<file path="src/rtl/dma_sel_pkg.sv">
`default_nettype none
package dma_sel_pkg;

  // ------------------------
  // register offsets in the internal I/O space
  // ------------------------
  localparam logic [7:0] SRC0_LOW_OFS = 8'h20;
  localparam logic [7:0] SRC0_HIGH_OFS = 8'h21;
  localparam logic [7:0] SRC0_BANK_OFS = 8'h22;
  localparam logic [7:0] DST0_LOW_OFS = 8'h23;
  localparam logic [7:0] DST0_HIGH_OFS = 8'h24;
  localparam logic [7:0] DST0_BANK_OFS = 8'h25;
  localparam logic [7:0] CNT0_LOW_OFS = 8'h26;
  localparam logic [7:0] CNT0_HIGH_OFS = 8'h27;
  localparam logic [7:0] MEM1_LOW_OFS = 8'h28;
  localparam logic [7:0] MEM1_HIGH_OFS = 8'h29;
  localparam logic [7:0] MEM1_BANK_OFS = 8'h2a;
  localparam logic [7:0] IO1_LOW_OFS = 8'h2b;
  localparam logic [7:0] IO1_HIGH_OFS = 8'h2c;
  localparam logic [7:0] REQ_CTRL_OFS = 8'h2d;
  localparam logic [7:0] CNT1_LOW_OFS = 8'h2e;
  localparam logic [7:0] CNT1_HIGH_OFS = 8'h2f;

  // ------------------------
  // field layout
  // ------------------------
  localparam int BANK_BITS = 4;
  localparam int ADDR_BITS = 20;
  localparam int COUNT_BITS = 16;
  localparam int ALT_ENABLE_BIT = 7;
  localparam int ALT_CURRENT_BIT = 6;
  localparam int TOUT_SEL_BIT = 3;
  localparam int SEL_MSB = 2;

  // ------------------------
  // reset values
  // ------------------------
  localparam logic [7:0] ADDR_BYTE_RST = 8'h00;
  localparam logic [7:0] REQ_CTRL_RST = 8'h00;
  localparam logic [7:0] RDATA_RST = 8'h00;

  // ------------------------
  // request select codes, shared by both channels
  // ------------------------
  typedef enum logic [2:0] {
    SEL_EXT_PIN = 3'b000,
    SEL_SERIAL0 = 3'b001,
    SEL_SERIAL1 = 3'b010,
    SEL_RESERVED = 3'b011
  } req_sel_e;

  // serial flags from the two async serial ports
  typedef struct packed {
    logic [1:0] rx_data_full;
    logic [1:0] tx_data_empty;
  } serial_flags_s;

  // byte in flight, tagged with the channel that moves it
  typedef struct packed {
    logic ch;
    logic [7:0] data;
  } xfer_s;

  localparam int XFER_BITS = $bits(xfer_s);

endpackage : dma_sel_pkg
`default_nettype wire

</file>
<file path="src/rtl/dma_sel_fifo.sv">
`default_nettype none
module dma_sel_fifo #(
  parameter int WIDTH = 9,
  parameter int DEPTH = 4
) (
  input wire logic clk, // system clock
  input wire logic rst_n, // async reset, active low
  input wire logic in_valid, // producer has a word
  output logic in_ready, // room for a word
  input wire logic [WIDTH-1:0] in_data, // word to store
  output logic out_valid, // a word is waiting
  input wire logic out_ready, // consumer takes the word
  output logic [WIDTH-1:0] out_data // oldest word
);
  localparam int PW = (DEPTH > 1) ? $clog2(DEPTH) : 1;
  localparam logic [PW:0] DEPTH_CNT = (PW + 1)'(DEPTH);

  logic [WIDTH-1:0] mem_r [DEPTH];
  logic [PW-1:0] wr_ptr_r;
  logic [PW-1:0] rd_ptr_r;
  logic [PW:0] level_r;
  logic push;
  logic pop;

  function automatic logic [PW-1:0] ptr_next(input logic [PW-1:0] p);
    ptr_next = (p == PW'(DEPTH - 1)) ? '0 : p + PW'(1);
  endfunction : ptr_next

  assign in_ready = (level_r != DEPTH_CNT);
  assign out_valid = (level_r != '0);
  assign out_data = mem_r[rd_ptr_r];
  assign push = in_valid && in_ready;
  assign pop = out_valid && out_ready;

  always_ff @(posedge clk) begin
    if (push) begin
      mem_r[wr_ptr_r] <= in_data;
    end
  end

  always_ff @(posedge clk or negedge rst_n) begin
    if (!rst_n) begin
      wr_ptr_r <= '0;
      rd_ptr_r <= '0;
      level_r <= '0;
    end else begin
      if (push) begin
        wr_ptr_r <= ptr_next(wr_ptr_r);
      end
      if (pop) begin
        rd_ptr_r <= ptr_next(rd_ptr_r);
      end
      if (push && !pop) begin
        level_r <= level_r + (PW + 1)'(1);
      end else if (pop && !push) begin
        level_r <= level_r - (PW + 1)'(1);
      end
    end
  end

endmodule : dma_sel_fifo
`default_nettype wire

</file>
<file path="src/rtl/dma_address_count_request_select.sv">
`default_nettype none
// Summary of operation
// - ch0 source address: 20 bits, 1 MB memory or 64 KB I/O
// - ch0 I/O source: bank bits 1-0 pick pin 0, serial receive-full
// - ch0 I/O destination: bank bits 1-0 pick pin 0, serial transmit
// - ch0 destination address: 20 bits, memory or I/O
// - 16-bit byte counters count down one per byte moved
// - byte counters have no reset
// - ch1 memory address: 20 bits, source or destination
// - ch1 I/O address is two bytes; third byte holds select and alternation
// - alternation: ch0 end sets current bit, handing over to ch1
// - alternation: ch1 end clears current bit, handing back to ch0
// - alternation off: current bit has no effect
// - alternation on, current bit 0: ch1 request withheld
// - alternation on, current bit 1: ch0 request withheld
// - software writes current bit only while both channels stopped
// - ch1 I/O source: select picks pin 1 or serial receive-full
// - ch1 I/O destination: 000 pin 1, 001/010 serial transmit-empty
// - count reaching zero ends transfer, clears enable, raises enabled interrupt
module dma_address_count_request_select
  import dma_sel_pkg::*;
#(
  parameter int FIFO_DEPTH = 4,
  parameter int DATA_BITS = 8
) (
  input wire logic clk, // system clock, 20 MHz
  input wire logic rst_n, // async reset, active low
  input wire logic [7:0] io_addr, // internal I/O address
  input wire logic io_wr, // write strobe, one cycle
  input wire logic io_rd, // read strobe, one cycle
  input wire logic [7:0] io_wdata, // write data
  output logic [7:0] io_rdata, // read data, valid cycle after io_rd
  input wire logic ext_dma_request_0, // external request pin 0
  input wire logic ext_dma_request_1, // external request pin 1
  input wire dma_sel_pkg::serial_flags_s serial_flags, // async serial port flags
  input wire logic ch0_src_io, // channel 0 source is I/O
  input wire logic ch0_dst_io, // channel 0 destination is I/O
  input wire logic ch1_io_direction, // 1: channel 1 I/O is the source
  input wire logic [1:0] enable_set, // start pulse per channel
  input wire logic [1:0] enable_clr, // stop pulse per channel
  input wire logic [1:0] irq_enable, // termination interrupt enables
  output logic ch0_enable, // channel 0 running
  output logic ch1_enable, // channel 1 running
  output logic [1:0] dma_request, // gated request per channel
  output logic [1:0] term_irq, // termination interrupt, level
  output logic [ADDR_BITS-1:0] ch0_src_addr, // channel 0 source address
  output logic [ADDR_BITS-1:0] ch0_dst_addr, // channel 0 destination address
  output logic [ADDR_BITS-1:0] ch1_mem_addr, // channel 1 memory address
  output logic [15:0] ch1_io_addr, // channel 1 I/O address
  input wire logic xfer_in_valid, // a read byte is offered
  output logic xfer_in_ready, // buffer has room
  input wire dma_sel_pkg::xfer_s xfer_in, // read byte with channel tag
  output logic xfer_out_valid, // byte ready to write
  input wire logic xfer_out_ready, // writer accepts the byte
  output dma_sel_pkg::xfer_s xfer_out // byte to write
);
  import dma_sel_pkg::*;

  // ------------------------
  // storage
  // ------------------------
  logic [7:0] src0_low_r;
  logic [7:0] src0_high_r;
  logic [BANK_BITS-1:0] src0_bank_r;
  logic [7:0] dst0_low_r;
  logic [7:0] dst0_high_r;
  logic [BANK_BITS-1:0] dst0_bank_r;
  logic [7:0] mem1_low_r;
  logic [7:0] mem1_high_r;
  logic [BANK_BITS-1:0] mem1_bank_r;
  logic [7:0] io1_low_r;
  logic [7:0] io1_high_r;
  logic alt_enable_r;
  logic alternate_current_channel_r;
  logic tout_sel_r;
  logic [SEL_MSB:0] ch1_request_select_r;
  logic [COUNT_BITS-1:0] count_r [2];
  logic [1:0] enable_r;
  logic [1:0] irq_r;
  logic [7:0] rdata_r;

  logic [7:0] rdata_nxt;
  logic [1:0] byte_moved;
  logic [1:0] chan_end;
  logic [1:0] raw_req;
  logic [DATA_BITS:0] fifo_out;

  // ------------------------
  // helpers
  // ------------------------
  // pin or serial flag chosen by a select code; reserved codes never request
  function automatic logic pick_request(input logic [2:0] code, input logic pin,
                                        input logic [1:0] flags);
    case (code)
      SEL_EXT_PIN: pick_request = pin;
      SEL_SERIAL0: pick_request = flags[0];
      SEL_SERIAL1: pick_request = flags[1];
      default: pick_request = 1'b0;
    endcase
  endfunction : pick_request

  function automatic logic hit(input logic [7:0] ofs);
    hit = io_wr && (io_addr == ofs);
  endfunction : hit

  // ---------------------------------------------------------------
  // byte buffer between read and write halves of a transfer
  // ---------------------------------------------------------------
  dma_sel_fifo #(
    .WIDTH(DATA_BITS + 1),
    .DEPTH(FIFO_DEPTH)
  ) u_fifo (
    .clk(clk),
    .rst_n(rst_n),
    .in_valid(xfer_in_valid),
    .in_ready(xfer_in_ready),
    .in_data(xfer_in),
    .out_valid(xfer_out_valid),
    .out_ready(xfer_out_ready),
    .out_data(fifo_out)
  );
  assign xfer_out = fifo_out;

  // a byte counts as moved once the writer takes it
  always_comb begin
    byte_moved = 2'b00;
    if (xfer_out_valid && xfer_out_ready) begin
      byte_moved[fifo_out[DATA_BITS]] = 1'b1;
    end
  end

  // last byte: count steps from one to zero
  always_comb begin
    for (int c = 0; c < 2; c++) begin
      chan_end[c] = byte_moved[c] && (count_r[c] == COUNT_BITS'(1));
    end
  end

  // ------------------------
  // channel 0 address registers
  // ------------------------
  always_ff @(posedge clk or negedge rst_n) begin
    if (!rst_n) begin
      src0_low_r <= ADDR_BYTE_RST;
      src0_high_r <= ADDR_BYTE_RST;
      src0_bank_r <= ADDR_BYTE_RST[BANK_BITS-1:0];
      dst0_low_r <= ADDR_BYTE_RST;
      dst0_high_r <= ADDR_BYTE_RST;
      dst0_bank_r <= ADDR_BYTE_RST[BANK_BITS-1:0];
    end else begin
      if (hit(SRC0_LOW_OFS)) begin
        src0_low_r <= io_wdata;
      end
      if (hit(SRC0_HIGH_OFS)) begin
        src0_high_r <= io_wdata;
      end
      if (hit(SRC0_BANK_OFS)) begin
        src0_bank_r <= io_wdata[BANK_BITS-1:0];
      end
      if (hit(DST0_LOW_OFS)) begin
        dst0_low_r <= io_wdata;
      end
      if (hit(DST0_HIGH_OFS)) begin
        dst0_high_r <= io_wdata;
      end
      if (hit(DST0_BANK_OFS)) begin
        dst0_bank_r <= io_wdata[BANK_BITS-1:0];
      end
    end
  end

  assign ch0_src_addr = {src0_bank_r, src0_high_r, src0_low_r};
  assign ch0_dst_addr = {dst0_bank_r, dst0_high_r, dst0_low_r};

  // ------------------------
  // channel 1 address registers
  // ------------------------
  always_ff @(posedge clk or negedge rst_n) begin
    if (!rst_n) begin
      mem1_low_r <= ADDR_BYTE_RST;
      mem1_high_r <= ADDR_BYTE_RST;
      mem1_bank_r <= ADDR_BYTE_RST[BANK_BITS-1:0];
      io1_low_r <= ADDR_BYTE_RST;
      io1_high_r <= ADDR_BYTE_RST;
    end else begin
      if (hit(MEM1_LOW_OFS)) begin
        mem1_low_r <= io_wdata;
      end
      if (hit(MEM1_HIGH_OFS)) begin
        mem1_high_r <= io_wdata;
      end
      if (hit(MEM1_BANK_OFS)) begin
        mem1_bank_r <= io_wdata[BANK_BITS-1:0];
      end
      if (hit(IO1_LOW_OFS)) begin
        io1_low_r <= io_wdata;
      end
      if (hit(IO1_HIGH_OFS)) begin
        io1_high_r <= io_wdata;
      end
    end
  end

  assign ch1_mem_addr = {mem1_bank_r, mem1_high_r, mem1_low_r};
  assign ch1_io_addr = {io1_high_r, io1_low_r};

  // ------------------------
  // request control byte and alternation
  // ------------------------
  always_ff @(posedge clk or negedge rst_n) begin
    if (!rst_n) begin
      alt_enable_r <= REQ_CTRL_RST[ALT_ENABLE_BIT];
      tout_sel_r <= REQ_CTRL_RST[TOUT_SEL_BIT];
      ch1_request_select_r <= REQ_CTRL_RST[SEL_MSB:0];
    end else if (hit(REQ_CTRL_OFS)) begin
      alt_enable_r <= io_wdata[ALT_ENABLE_BIT];
      tout_sel_r <= io_wdata[TOUT_SEL_BIT];
      ch1_request_select_r <= io_wdata[SEL_MSB:0];
    end
  end

  // with alternation on, a channel end in the same cycle as a write wins over the write
  always_ff @(posedge clk or negedge rst_n) begin
    if (!rst_n) begin
      alternate_current_channel_r <= REQ_CTRL_RST[ALT_CURRENT_BIT];
    end else if (alt_enable_r && chan_end[0]) begin
      alternate_current_channel_r <= 1'b1;
    end else if (alt_enable_r && chan_end[1]) begin
      alternate_current_channel_r <= 1'b0;
    end else if (hit(REQ_CTRL_OFS)) begin
      alternate_current_channel_r <= io_wdata[ALT_CURRENT_BIT];
    end
  end

  // ---------------------------------------------------------------
  // byte counters: deliberately without reset
  // ---------------------------------------------------------------
  always_ff @(posedge clk) begin
    for (int c = 0; c < 2; c++) begin
      if (byte_moved[c]) begin
        count_r[c] <= count_r[c] - COUNT_BITS'(1);
      end
    end
    if (hit(CNT0_LOW_OFS)) begin
      count_r[0][7:0] <= io_wdata;
    end
    if (hit(CNT0_HIGH_OFS)) begin
      count_r[0][15:8] <= io_wdata;
    end
    if (hit(CNT1_LOW_OFS)) begin
      count_r[1][7:0] <= io_wdata;
    end
    if (hit(CNT1_HIGH_OFS)) begin
      count_r[1][15:8] <= io_wdata;
    end
  end

  // ---------------------------------------------------------------
  // channel enables and termination flags
  // ---------------------------------------------------------------
  always_ff @(posedge clk or negedge rst_n) begin
    if (!rst_n) begin
      enable_r <= 2'b00;
    end else begin
      for (int c = 0; c < 2; c++) begin
        if (chan_end[c]) begin
          enable_r[c] <= 1'b0;
        end else if (enable_set[c]) begin
          enable_r[c] <= 1'b1;
        end else if (enable_clr[c]) begin
          enable_r[c] <= 1'b0;
        end
      end
    end
  end

  // held until the channel is started again
  always_ff @(posedge clk or negedge rst_n) begin
    if (!rst_n) begin
      irq_r <= 2'b00;
    end else begin
      for (int c = 0; c < 2; c++) begin
        if (chan_end[c]) begin
          irq_r[c] <= 1'b1;
        end else if (enable_set[c]) begin
          irq_r[c] <= 1'b0;
        end
      end
    end
  end

  assign ch0_enable = enable_r[0];
  assign ch1_enable = enable_r[1];
  assign term_irq = irq_r & irq_enable;

  // ---------------------------------------------------------------
  // request selection
  // ---------------------------------------------------------------
  always_comb begin
    // memory-only channel 0 has no handshake and runs on its own
    raw_req[0] = 1'b1;
    if (ch0_src_io) begin
      raw_req[0] = pick_request({1'b0, src0_bank_r[1:0]}, ext_dma_request_0,
                                serial_flags.rx_data_full);
    end else if (ch0_dst_io) begin
      raw_req[0] = pick_request({1'b0, dst0_bank_r[1:0]}, ext_dma_request_0,
                                serial_flags.tx_data_empty);
    end
    if (ch1_io_direction) begin
      raw_req[1] = pick_request(ch1_request_select_r, ext_dma_request_1,
                                serial_flags.rx_data_full);
    end else begin
      raw_req[1] = pick_request(ch1_request_select_r, ext_dma_request_1,
                                serial_flags.tx_data_empty);
    end
  end

  // the pin shared by both channels relies on board wiring
  assign dma_request[0] = enable_r[0] && raw_req[0]
                          && !(alt_enable_r && alternate_current_channel_r);
  assign dma_request[1] = enable_r[1] && raw_req[1]
                          && !(alt_enable_r && !alternate_current_channel_r);

  // ---------------------------------------------------------------
  // read back
  // ---------------------------------------------------------------
  always_comb begin
    if (io_addr == SRC0_LOW_OFS) begin
      rdata_nxt = src0_low_r;
    end else if (io_addr == SRC0_HIGH_OFS) begin
      rdata_nxt = src0_high_r;
    end else if (io_addr == SRC0_BANK_OFS) begin
      rdata_nxt = {4'h0, src0_bank_r};
    end else if (io_addr == DST0_LOW_OFS) begin
      rdata_nxt = dst0_low_r;
    end else if (io_addr == DST0_HIGH_OFS) begin
      rdata_nxt = dst0_high_r;
    end else if (io_addr == DST0_BANK_OFS) begin
      rdata_nxt = {4'h0, dst0_bank_r};
    end else if (io_addr == CNT0_LOW_OFS) begin
      rdata_nxt = count_r[0][7:0];
    end else if (io_addr == CNT0_HIGH_OFS) begin
      rdata_nxt = count_r[0][15:8];
    end else if (io_addr == MEM1_LOW_OFS) begin
      rdata_nxt = mem1_low_r;
    end else if (io_addr == MEM1_HIGH_OFS) begin
      rdata_nxt = mem1_high_r;
    end else if (io_addr == MEM1_BANK_OFS) begin
      rdata_nxt = {4'h0, mem1_bank_r};
    end else if (io_addr == IO1_LOW_OFS) begin
      rdata_nxt = io1_low_r;
    end else if (io_addr == IO1_HIGH_OFS) begin
      rdata_nxt = io1_high_r;
    end else if (io_addr == REQ_CTRL_OFS) begin
      rdata_nxt = {alt_enable_r, alternate_current_channel_r, 2'b00, tout_sel_r,
                   ch1_request_select_r};
    end else if (io_addr == CNT1_LOW_OFS) begin
      rdata_nxt = count_r[1][7:0];
    end else if (io_addr == CNT1_HIGH_OFS) begin
      rdata_nxt = count_r[1][15:8];
    end else begin
      rdata_nxt = RDATA_RST;
    end
  end

  always_ff @(posedge clk or negedge rst_n) begin
    if (!rst_n) begin
      rdata_r <= RDATA_RST;
    end else if (io_rd) begin
      rdata_r <= rdata_nxt;
    end
  end

  assign io_rdata = rdata_r;

endmodule : dma_address_count_request_select
`default_nettype wire

</file>
<file path="config.mk">
export PLATFORM = sky130hd
export DESIGN_NAME = dma_address_count_request_select
export DESIGN_NICKNAME = d
export VERILOG_FILES = /design/src/rtl/dma_sel_pkg.sv /design/src/rtl/dma_sel_fifo.sv /design/src/rtl/dma_address_count_request_select.sv
export SDC_FILE = /design/constraint.sdc
export NUM_CORES = 1
export LEC_CHECK = 0
export BUFFER_PORTS_ARGS = -buffer_cell sky130_fd_sc_hd__buf_4
export CORE_AREA = 2 2 127 129
export DETAILED_ROUTE_END_ITERATION = 8
export DIE_AREA = 0 0 129 131
export PLACE_DENSITY = 0.83
export SLEW_MARGIN = 10
export SYNTH_ARGS = -nofsm -noshare
export SYNTH_HDL_FRONTEND = slang
export SYNTH_SLANG_ARGS = --single-unit
</file>
<file path="constraint.sdc">
create_clock -name clk -period 2.6 [get_ports clk]
set_input_delay 0.13 -clock clk [delete_from_list [all_inputs] [get_ports clk]]
set_output_delay 0.13 -clock clk [all_outputs]
set_load 0.05 [all_outputs]
</file>
# Word-level counts from Yosys, hierarchy flattened
# Memory sizes are Yosys's and may differ from the RTL's.
# Index checks and enable logic that the tools add are counted.
# op_classes
mux	61
bitwise_logic	5
order_cmp	2
eq_ne	27
n_reduce_logical	46
addsub	6
# ops
operator	count
8-bit 2-to-1 mux	20
8-bit by 6-bit equality test with 1-bit output (second input constant)	16
16-bit by 1-bit equality test with 1-bit output (second input constant)	2
16-bit by 1-bit subtractor with 16-bit output (second input constant)	2
1-bit logical AND	31
1-bit 2-to-1 mux	31
1-bit case mux with 3 select lines	4
3-bit nonzero test	4
2-bit equality test (second input constant)	4
2-bit 2-to-1 mux	3
3-bit 2-to-1 mux	2
2-bit nonzero test	3
1-bit logical NOT	5
2-bit by 1-bit adder with 2-bit output (second input constant)	2
2-bit by 1-bit equality test with 1-bit output (second input constant)	2
2-bit logical NOT	2
1-bit bitwise OR	4
3-bit by 1-bit adder with 3-bit output (second input constant)	1
3-bit by 1-bit equality test with 1-bit output (second input constant)	1
3-bit by 2-bit equality test with 1-bit output (second input constant)	1
3-bit logical NOT	1
3-bit inequality test (second input constant)	1
3-bit by 1-bit subtractor with 3-bit output (second input constant)	1
2-bit AND	1
3 further kinds	3
# word_totals
mem_bits_rw	68
reg_bits	101
inputBits	46
memories	2
# mem_list
name	depth	word_bits	read_ports	rd_ports_with_merged_regs	wr	line_no	rtl
u_fifo.mem_r	4	9	1	0	1	dma_sel_fifo.sv:18	logic [WIDTH-1:0] mem_r [DEPTH];
count_r	2	16	2	0	2	dma_address_count_request_select.sv:77	logic [COUNT_BITS-1:0] count_r [2];

# Longest topological paths before layout
# depth
ltp_word	17
depth_mapped	9
mapped_depth_nobuf	9

# By module
# A second synthesis with hierarchy kept.
# hier_totals
cells_unflattened	752
area_unflattened_um2	8805.9
# by_module_without_submodules
mod	seq_area_each_um2	cells_each	area_each_um2	instances
dma_address_count_request_select	3313.2	669	7069.3	1
dma_sel_fifo	1256.2	83	1736.7	1

# Worst setup path after synthesis
# OpenSTA, ideal clock, no wires.
# synth_path
kind	reg-to-output
startpoint	register ch1_request_select_r[0]
endpoint	output port dma_request[1]
arrival_ns	2.330
setup_slack_ns	0.140
path_buffers	0
t_required_ns	2.470
path_stages_with_launch	5
path_cell_list	dfrtp_1 -> nor2_1 -> a211oi_1 -> a21oi_1 -> nor4b_1
# synth_via
elab_chain_len	5
word_cells_on_any_way	8
# synth_lines
element	line_no	rtl
start, declared	dma_address_count_request_select.sv:76	logic [SEL_MSB:0] ch1_request_select_r;
start signal, assigned	dma_address_count_request_select.sv:214	ch1_request_select_r <= REQ_CTRL_RST[SEL_MSB:0];
start signal, assigned	dma_address_count_request_select.sv:218	ch1_request_select_r <= io_wdata[SEL_MSB:0];
3-bit by 2-bit equality test with 1-bit output (tied with other cells)	dma_address_count_request_select.sv:94	case (code)
1-bit case mux with 3 select lines	dma_address_count_request_select.sv:94	
1-bit 2-to-1 mux (*)	dma_address_count_request_select.sv:309	if (ch1_io_direction) begin
1-bit logical AND (*)	dma_address_count_request_select.sv:321	assign dma_request[1] = enable_r[1] && raw_req[1]
1-bit logical AND (*)	dma_address_count_request_select.sv:322	&& !(alt_enable_r && !alternate_current_channel_r);
end, declared	dma_address_count_request_select.sv:44	output logic [1:0] dma_request,
# Every way passes the cells marked *; elsewhere a longest branch is shown, timed or not.

==> impl_metrics.toml <==
[outcome]
status = "finished, final reports clean"

[drt]
drtIter0Drc = 732
drc_errors = 0
wirelength_um = 25500
dr.pass1.iters = 6
vias = 7008
ant_nets = 0
post_drt_via_cell_ratio = 6.16
wl_per_cell_um = 22.4

[cells_and_area]
seq_area_um2 = 4570
multi_input_area_um2 = 3830
fillers = 1098
syn2layout_area_growth_pct = 25.8
fin_nets = 966
drive_above_1_share_pct = 35.5
final_util_pct = 69.8
antennaDiodeCount = 0

[clock_network]
cts_buffers = 17
insertion_delay_ns = 0.44
cts-root-buf = "clkbuf_16"
cts_tree = "built"
numClockSinks = 169
clkSlewWorstSetupHoldPaths_ns = 0.07
cts.path.max_buffers = 2
cts.htree.levels = 4

[yosys]
synth_compound_area_share_pct = 11.3
syn_area_um2 = 8650
syn_nets = 791
synth_fa_ha_area_share_pct = 1.68
yosys_warnings = 0
synth_top_family_by_area = "multiplexers"
ys_ff_latch = 169
syn_inst = 734
synth-simple-area-share_pct = 12.1
synthFlopType = "dfrtp_1"
synth-edff-count = 68
yosysUniqueCellTypes = 69
synthXorXnorAreaFrac_pct = 2.94
synth_mux_area_share_pct = 16.1
yosysSeqAreaShare_pct = 52.8
syn-mean-instance-area_um2 = 11.8
async_flop_share_pct = 59.8

[power]
pwr-share-comb_pct = 28.4
seqPwrFrac_pct = 41.9
switching_share_pct = 36.5
p_switching_uw = 3170
power.internal_uw = 5530
ir_drop_mv = 0.811
power_density_nw_per_um2 = 799
power.share.clock_pct = 29.7
p_leak_uw = 0.00469

[place]
pre_cts_slack_ns = 0.242
routabilityCongestion = 0.930
dp_hpwl_um = 17800
numPortBuffers = 146

[timing]
tightest_slew_ns = 1.19
fin_setup_tns_ns = 0
fin_crit_sh_pct = 97.3
fin_crit_ns = 2.53
fin_ws_ns = 0.0711
holdWs_ns = 0.0289
clock_skew_ns = 0.00800
fmax_mhz = 395
hold_viol = 0
rsz0062_at_grt = "false"
finalSetupViolations = 0
relSlewSlack_pct = 19.5
drv_slew = 0

[global_route]
grt_pass1_wl_um = 38500
antenna_found_initial = 0
grt_pass1_vias = 6713
track_usage_pct = 30.7
grt_overflow_total = 0
grt_max_degree = 64

[setup_path]
start_kind = "register"
r2r_cells = 7
r2r_end = "enable_r[0]$_DFFE_PN0P_"
cp.arrival_ns = 2.85
crit_family = "simple AND/OR/NAND/NOR gates"
timing.rr.start = "count_r[0][6]$_DFFE_PP_"
crit_path_end = "enable_r[0]$_DFFE_PN0P_"
cp_slowest_stage_delay_ns = 0.66
worstPathCellList = "or4_1 -> nor2_2 -> nand2_1 -> nor3_1 -> buf_4 -> a21oi_1 -> dlygate4sd3_1"
cpMaxStageDelayCell = "or4_1"
crit_start = "count_r[0][6]$_DFFE_PP_"
rrSetupSlack_ns = 0.07
crit_path_end_kind = "register"
crit_buf_inv = 2
cp_max_fo = 5
crit_type = "register to register"
cp.depth = 7
critPathRequiredTime_ns = 2.93

[floorplanning]
die_area_um2 = 16900
start_util_pct = 55.5
core_um2 = 15600
die_h_um = 131
die_w_um = 129
rows = 46
ios = 147

[flow_run]
drv_cap = 0

[min_path]
hp-class = "primary input to register"
## cells by family (layout without fill, tap and decap cells)
kind of cell    count (synthesis)  count (layout)
buf+inv                        61             249
xor+xnor                       29              29
fa+ha+maj                      11              11
simple gates                  199             199
flops                         169             169
mux                           115             115
compound gates                150             150
## power by group through the flow
stage / clock network (µW) / logic [µW] / registers, µW
floorplan: 0 / 1450 / 3790
global placement: 0 / 2340 / 3660
detailed placement: 0 / 2410 / 3680
CTS: 2600 / 2450 / 3630
global route: 2710 / 2640 / 3690
finish: 2590 / 2470 / 3640
## metal layers
metal / vias to the layer above / GRT usage (%) / share of wire (%)
met4: 0 / 13.6 / 3.4
met3: 83 / 6.60 / 9.3
met5: - / 0 / 0
li1: 3078 / - / -
met1: 3440 / 41.5 / 39
met2: 407 / 48.4 / 48
## placed cells by master, fill, tap and decap left out, types with 6 or more instances in the layout
| cell | synthesis | final |
|---|---|---|
| a211oi_1 | 6 | 6 |
| a21oi_1 | 20 | 20 |
| a22o_1 | 9 | 9 |
| a22oi_1 | 6 | 6 |
| and3_1 | 7 | 7 |
| buf_4 | 3 | 181 |
| clkbuf_16 | 0 | 17 |
| dfrtp_1 | 101 | 101 |
| dlygate4sd3_1 | 0 | 15 |
| edfxtp_1 | 68 | 68 |
| ha_1 | 10 | 10 |
| inv_1 | 19 | 19 |
| mux2_2 | 86 | 86 |
| mux2i_1 | 18 | 18 |
| mux4_2 | 11 | 11 |
| nand2_1 | 70 | 70 |
| nand2b_1 | 11 | 11 |
| nand3_1 | 12 | 12 |
| nor2_1 | 27 | 26 |
| nor2b_1 | 9 | 9 |
| nor3_1 | 15 | 15 |
| nor4_1 | 7 | 7 |
| o21ai_0 | 61 | 61 |
| xnor2_1 | 21 | 21 |
| xor2_1 | 8 | 8 |
## flip-flops by register name (all words and copies together) (netlist names), 3 cells and up
signal,flops
u_fifo.mem_r,36
mem1_bank_r,4
dst0_bank_r,4
src0_low_r,8
io1_low_r,8
io1_high_r,8
mem1_low_r,8
dst0_low_r,8
mem1_high_r,8
ch1_request_select_r,3
src0_bank_r,4
count_r,32
dst0_high_r,8
u_fifo.level_r,3
src0_high_r,8
io_rdata,8
## synth_stat cells, drive strengths merged, types with 3 or more instances
cell     instances  area (µm²)
or3              6        42.5
mux2i           18         180
mux2            86         968
o211ai           3        22.5
nand2           70         263
o2bb2ai          4        35.0
nand2b          11        68.8
nor2b            9        56.3
edfxtp          68        2040
nor2            30         135
and3             7        43.8
nand3           14        80.1
a22o             9        78.8
a22oi            6        45.0
xor2             8        70.1
dfrtp          101        2530
ha              10         125
nor4b            4        35.0
a21o             5        37.5
a21oi           21         109
buf             20         104
xnor2           21         184
nor3b            3        22.5
nand3b           4        30.0
or4              5        41.3
a211oi           6        45.0
mux4            11         248
clkbuf          21        78.8
nor4             7        43.8
a32oi            5        43.8
and2             6        37.5
a31oi            4        25.0
o21ai           62         314
inv             19        71.3
a221o            5        50.1
nor3            18         111
## area by class of cell
| type | instances | area share, % |
|---|---|---|
| timing repair buffer | 197 | 14.0 |
| multi-input combinational | 504 | 35.2 |
| inverter | 20 | 0.690 |
| tap | 216 | 2.48 |
| sequential | 169 | 42.0 |
| clock buffer | 17 | 3.91 |
| clock inverter | 15 | 1.74 |
## what timing repair did
item	in CTS	in global routing
hold buffers	15	0
gates resized for setup	0	1
setup endpoints to repair	0	1
setup buffers	0	2
hold endpoints to repair	100	0
## metrics by stage
step	total power, µW	instance area [µm²]	std cells
final	8700	10900	1138
after global routing	9030	10900	1138
after CTS	8680	10900	1136
after detailed placement	6090	10100	1089
after global placement	6000	10100	1089
after floorplan	5240	8650	734
## how the worst min path moves through the flow
stage                     start                         end  slack [ns]  cells after the start
final                     io_rd     io_rdata[7]$_DFFE_PN0P_        0.03                      2
after global routing      io_rd     io_rdata[7]$_DFFE_PN0P_        0.04                      2
after CTS                 io_rd     io_rdata[7]$_DFFE_PN0P_        0.01                      2
after detailed placement  rst_n  src0_high_r[4]$_DFFE_PN0P_        0.27                      1
after global placement    rst_n  src0_high_r[4]$_DFFE_PN0P_        0.27                      1
after floorplan           rst_n    alt_enable_r$_DFFE_PN0P_       -0.17                      0
(Power assumes the default switching activity.)
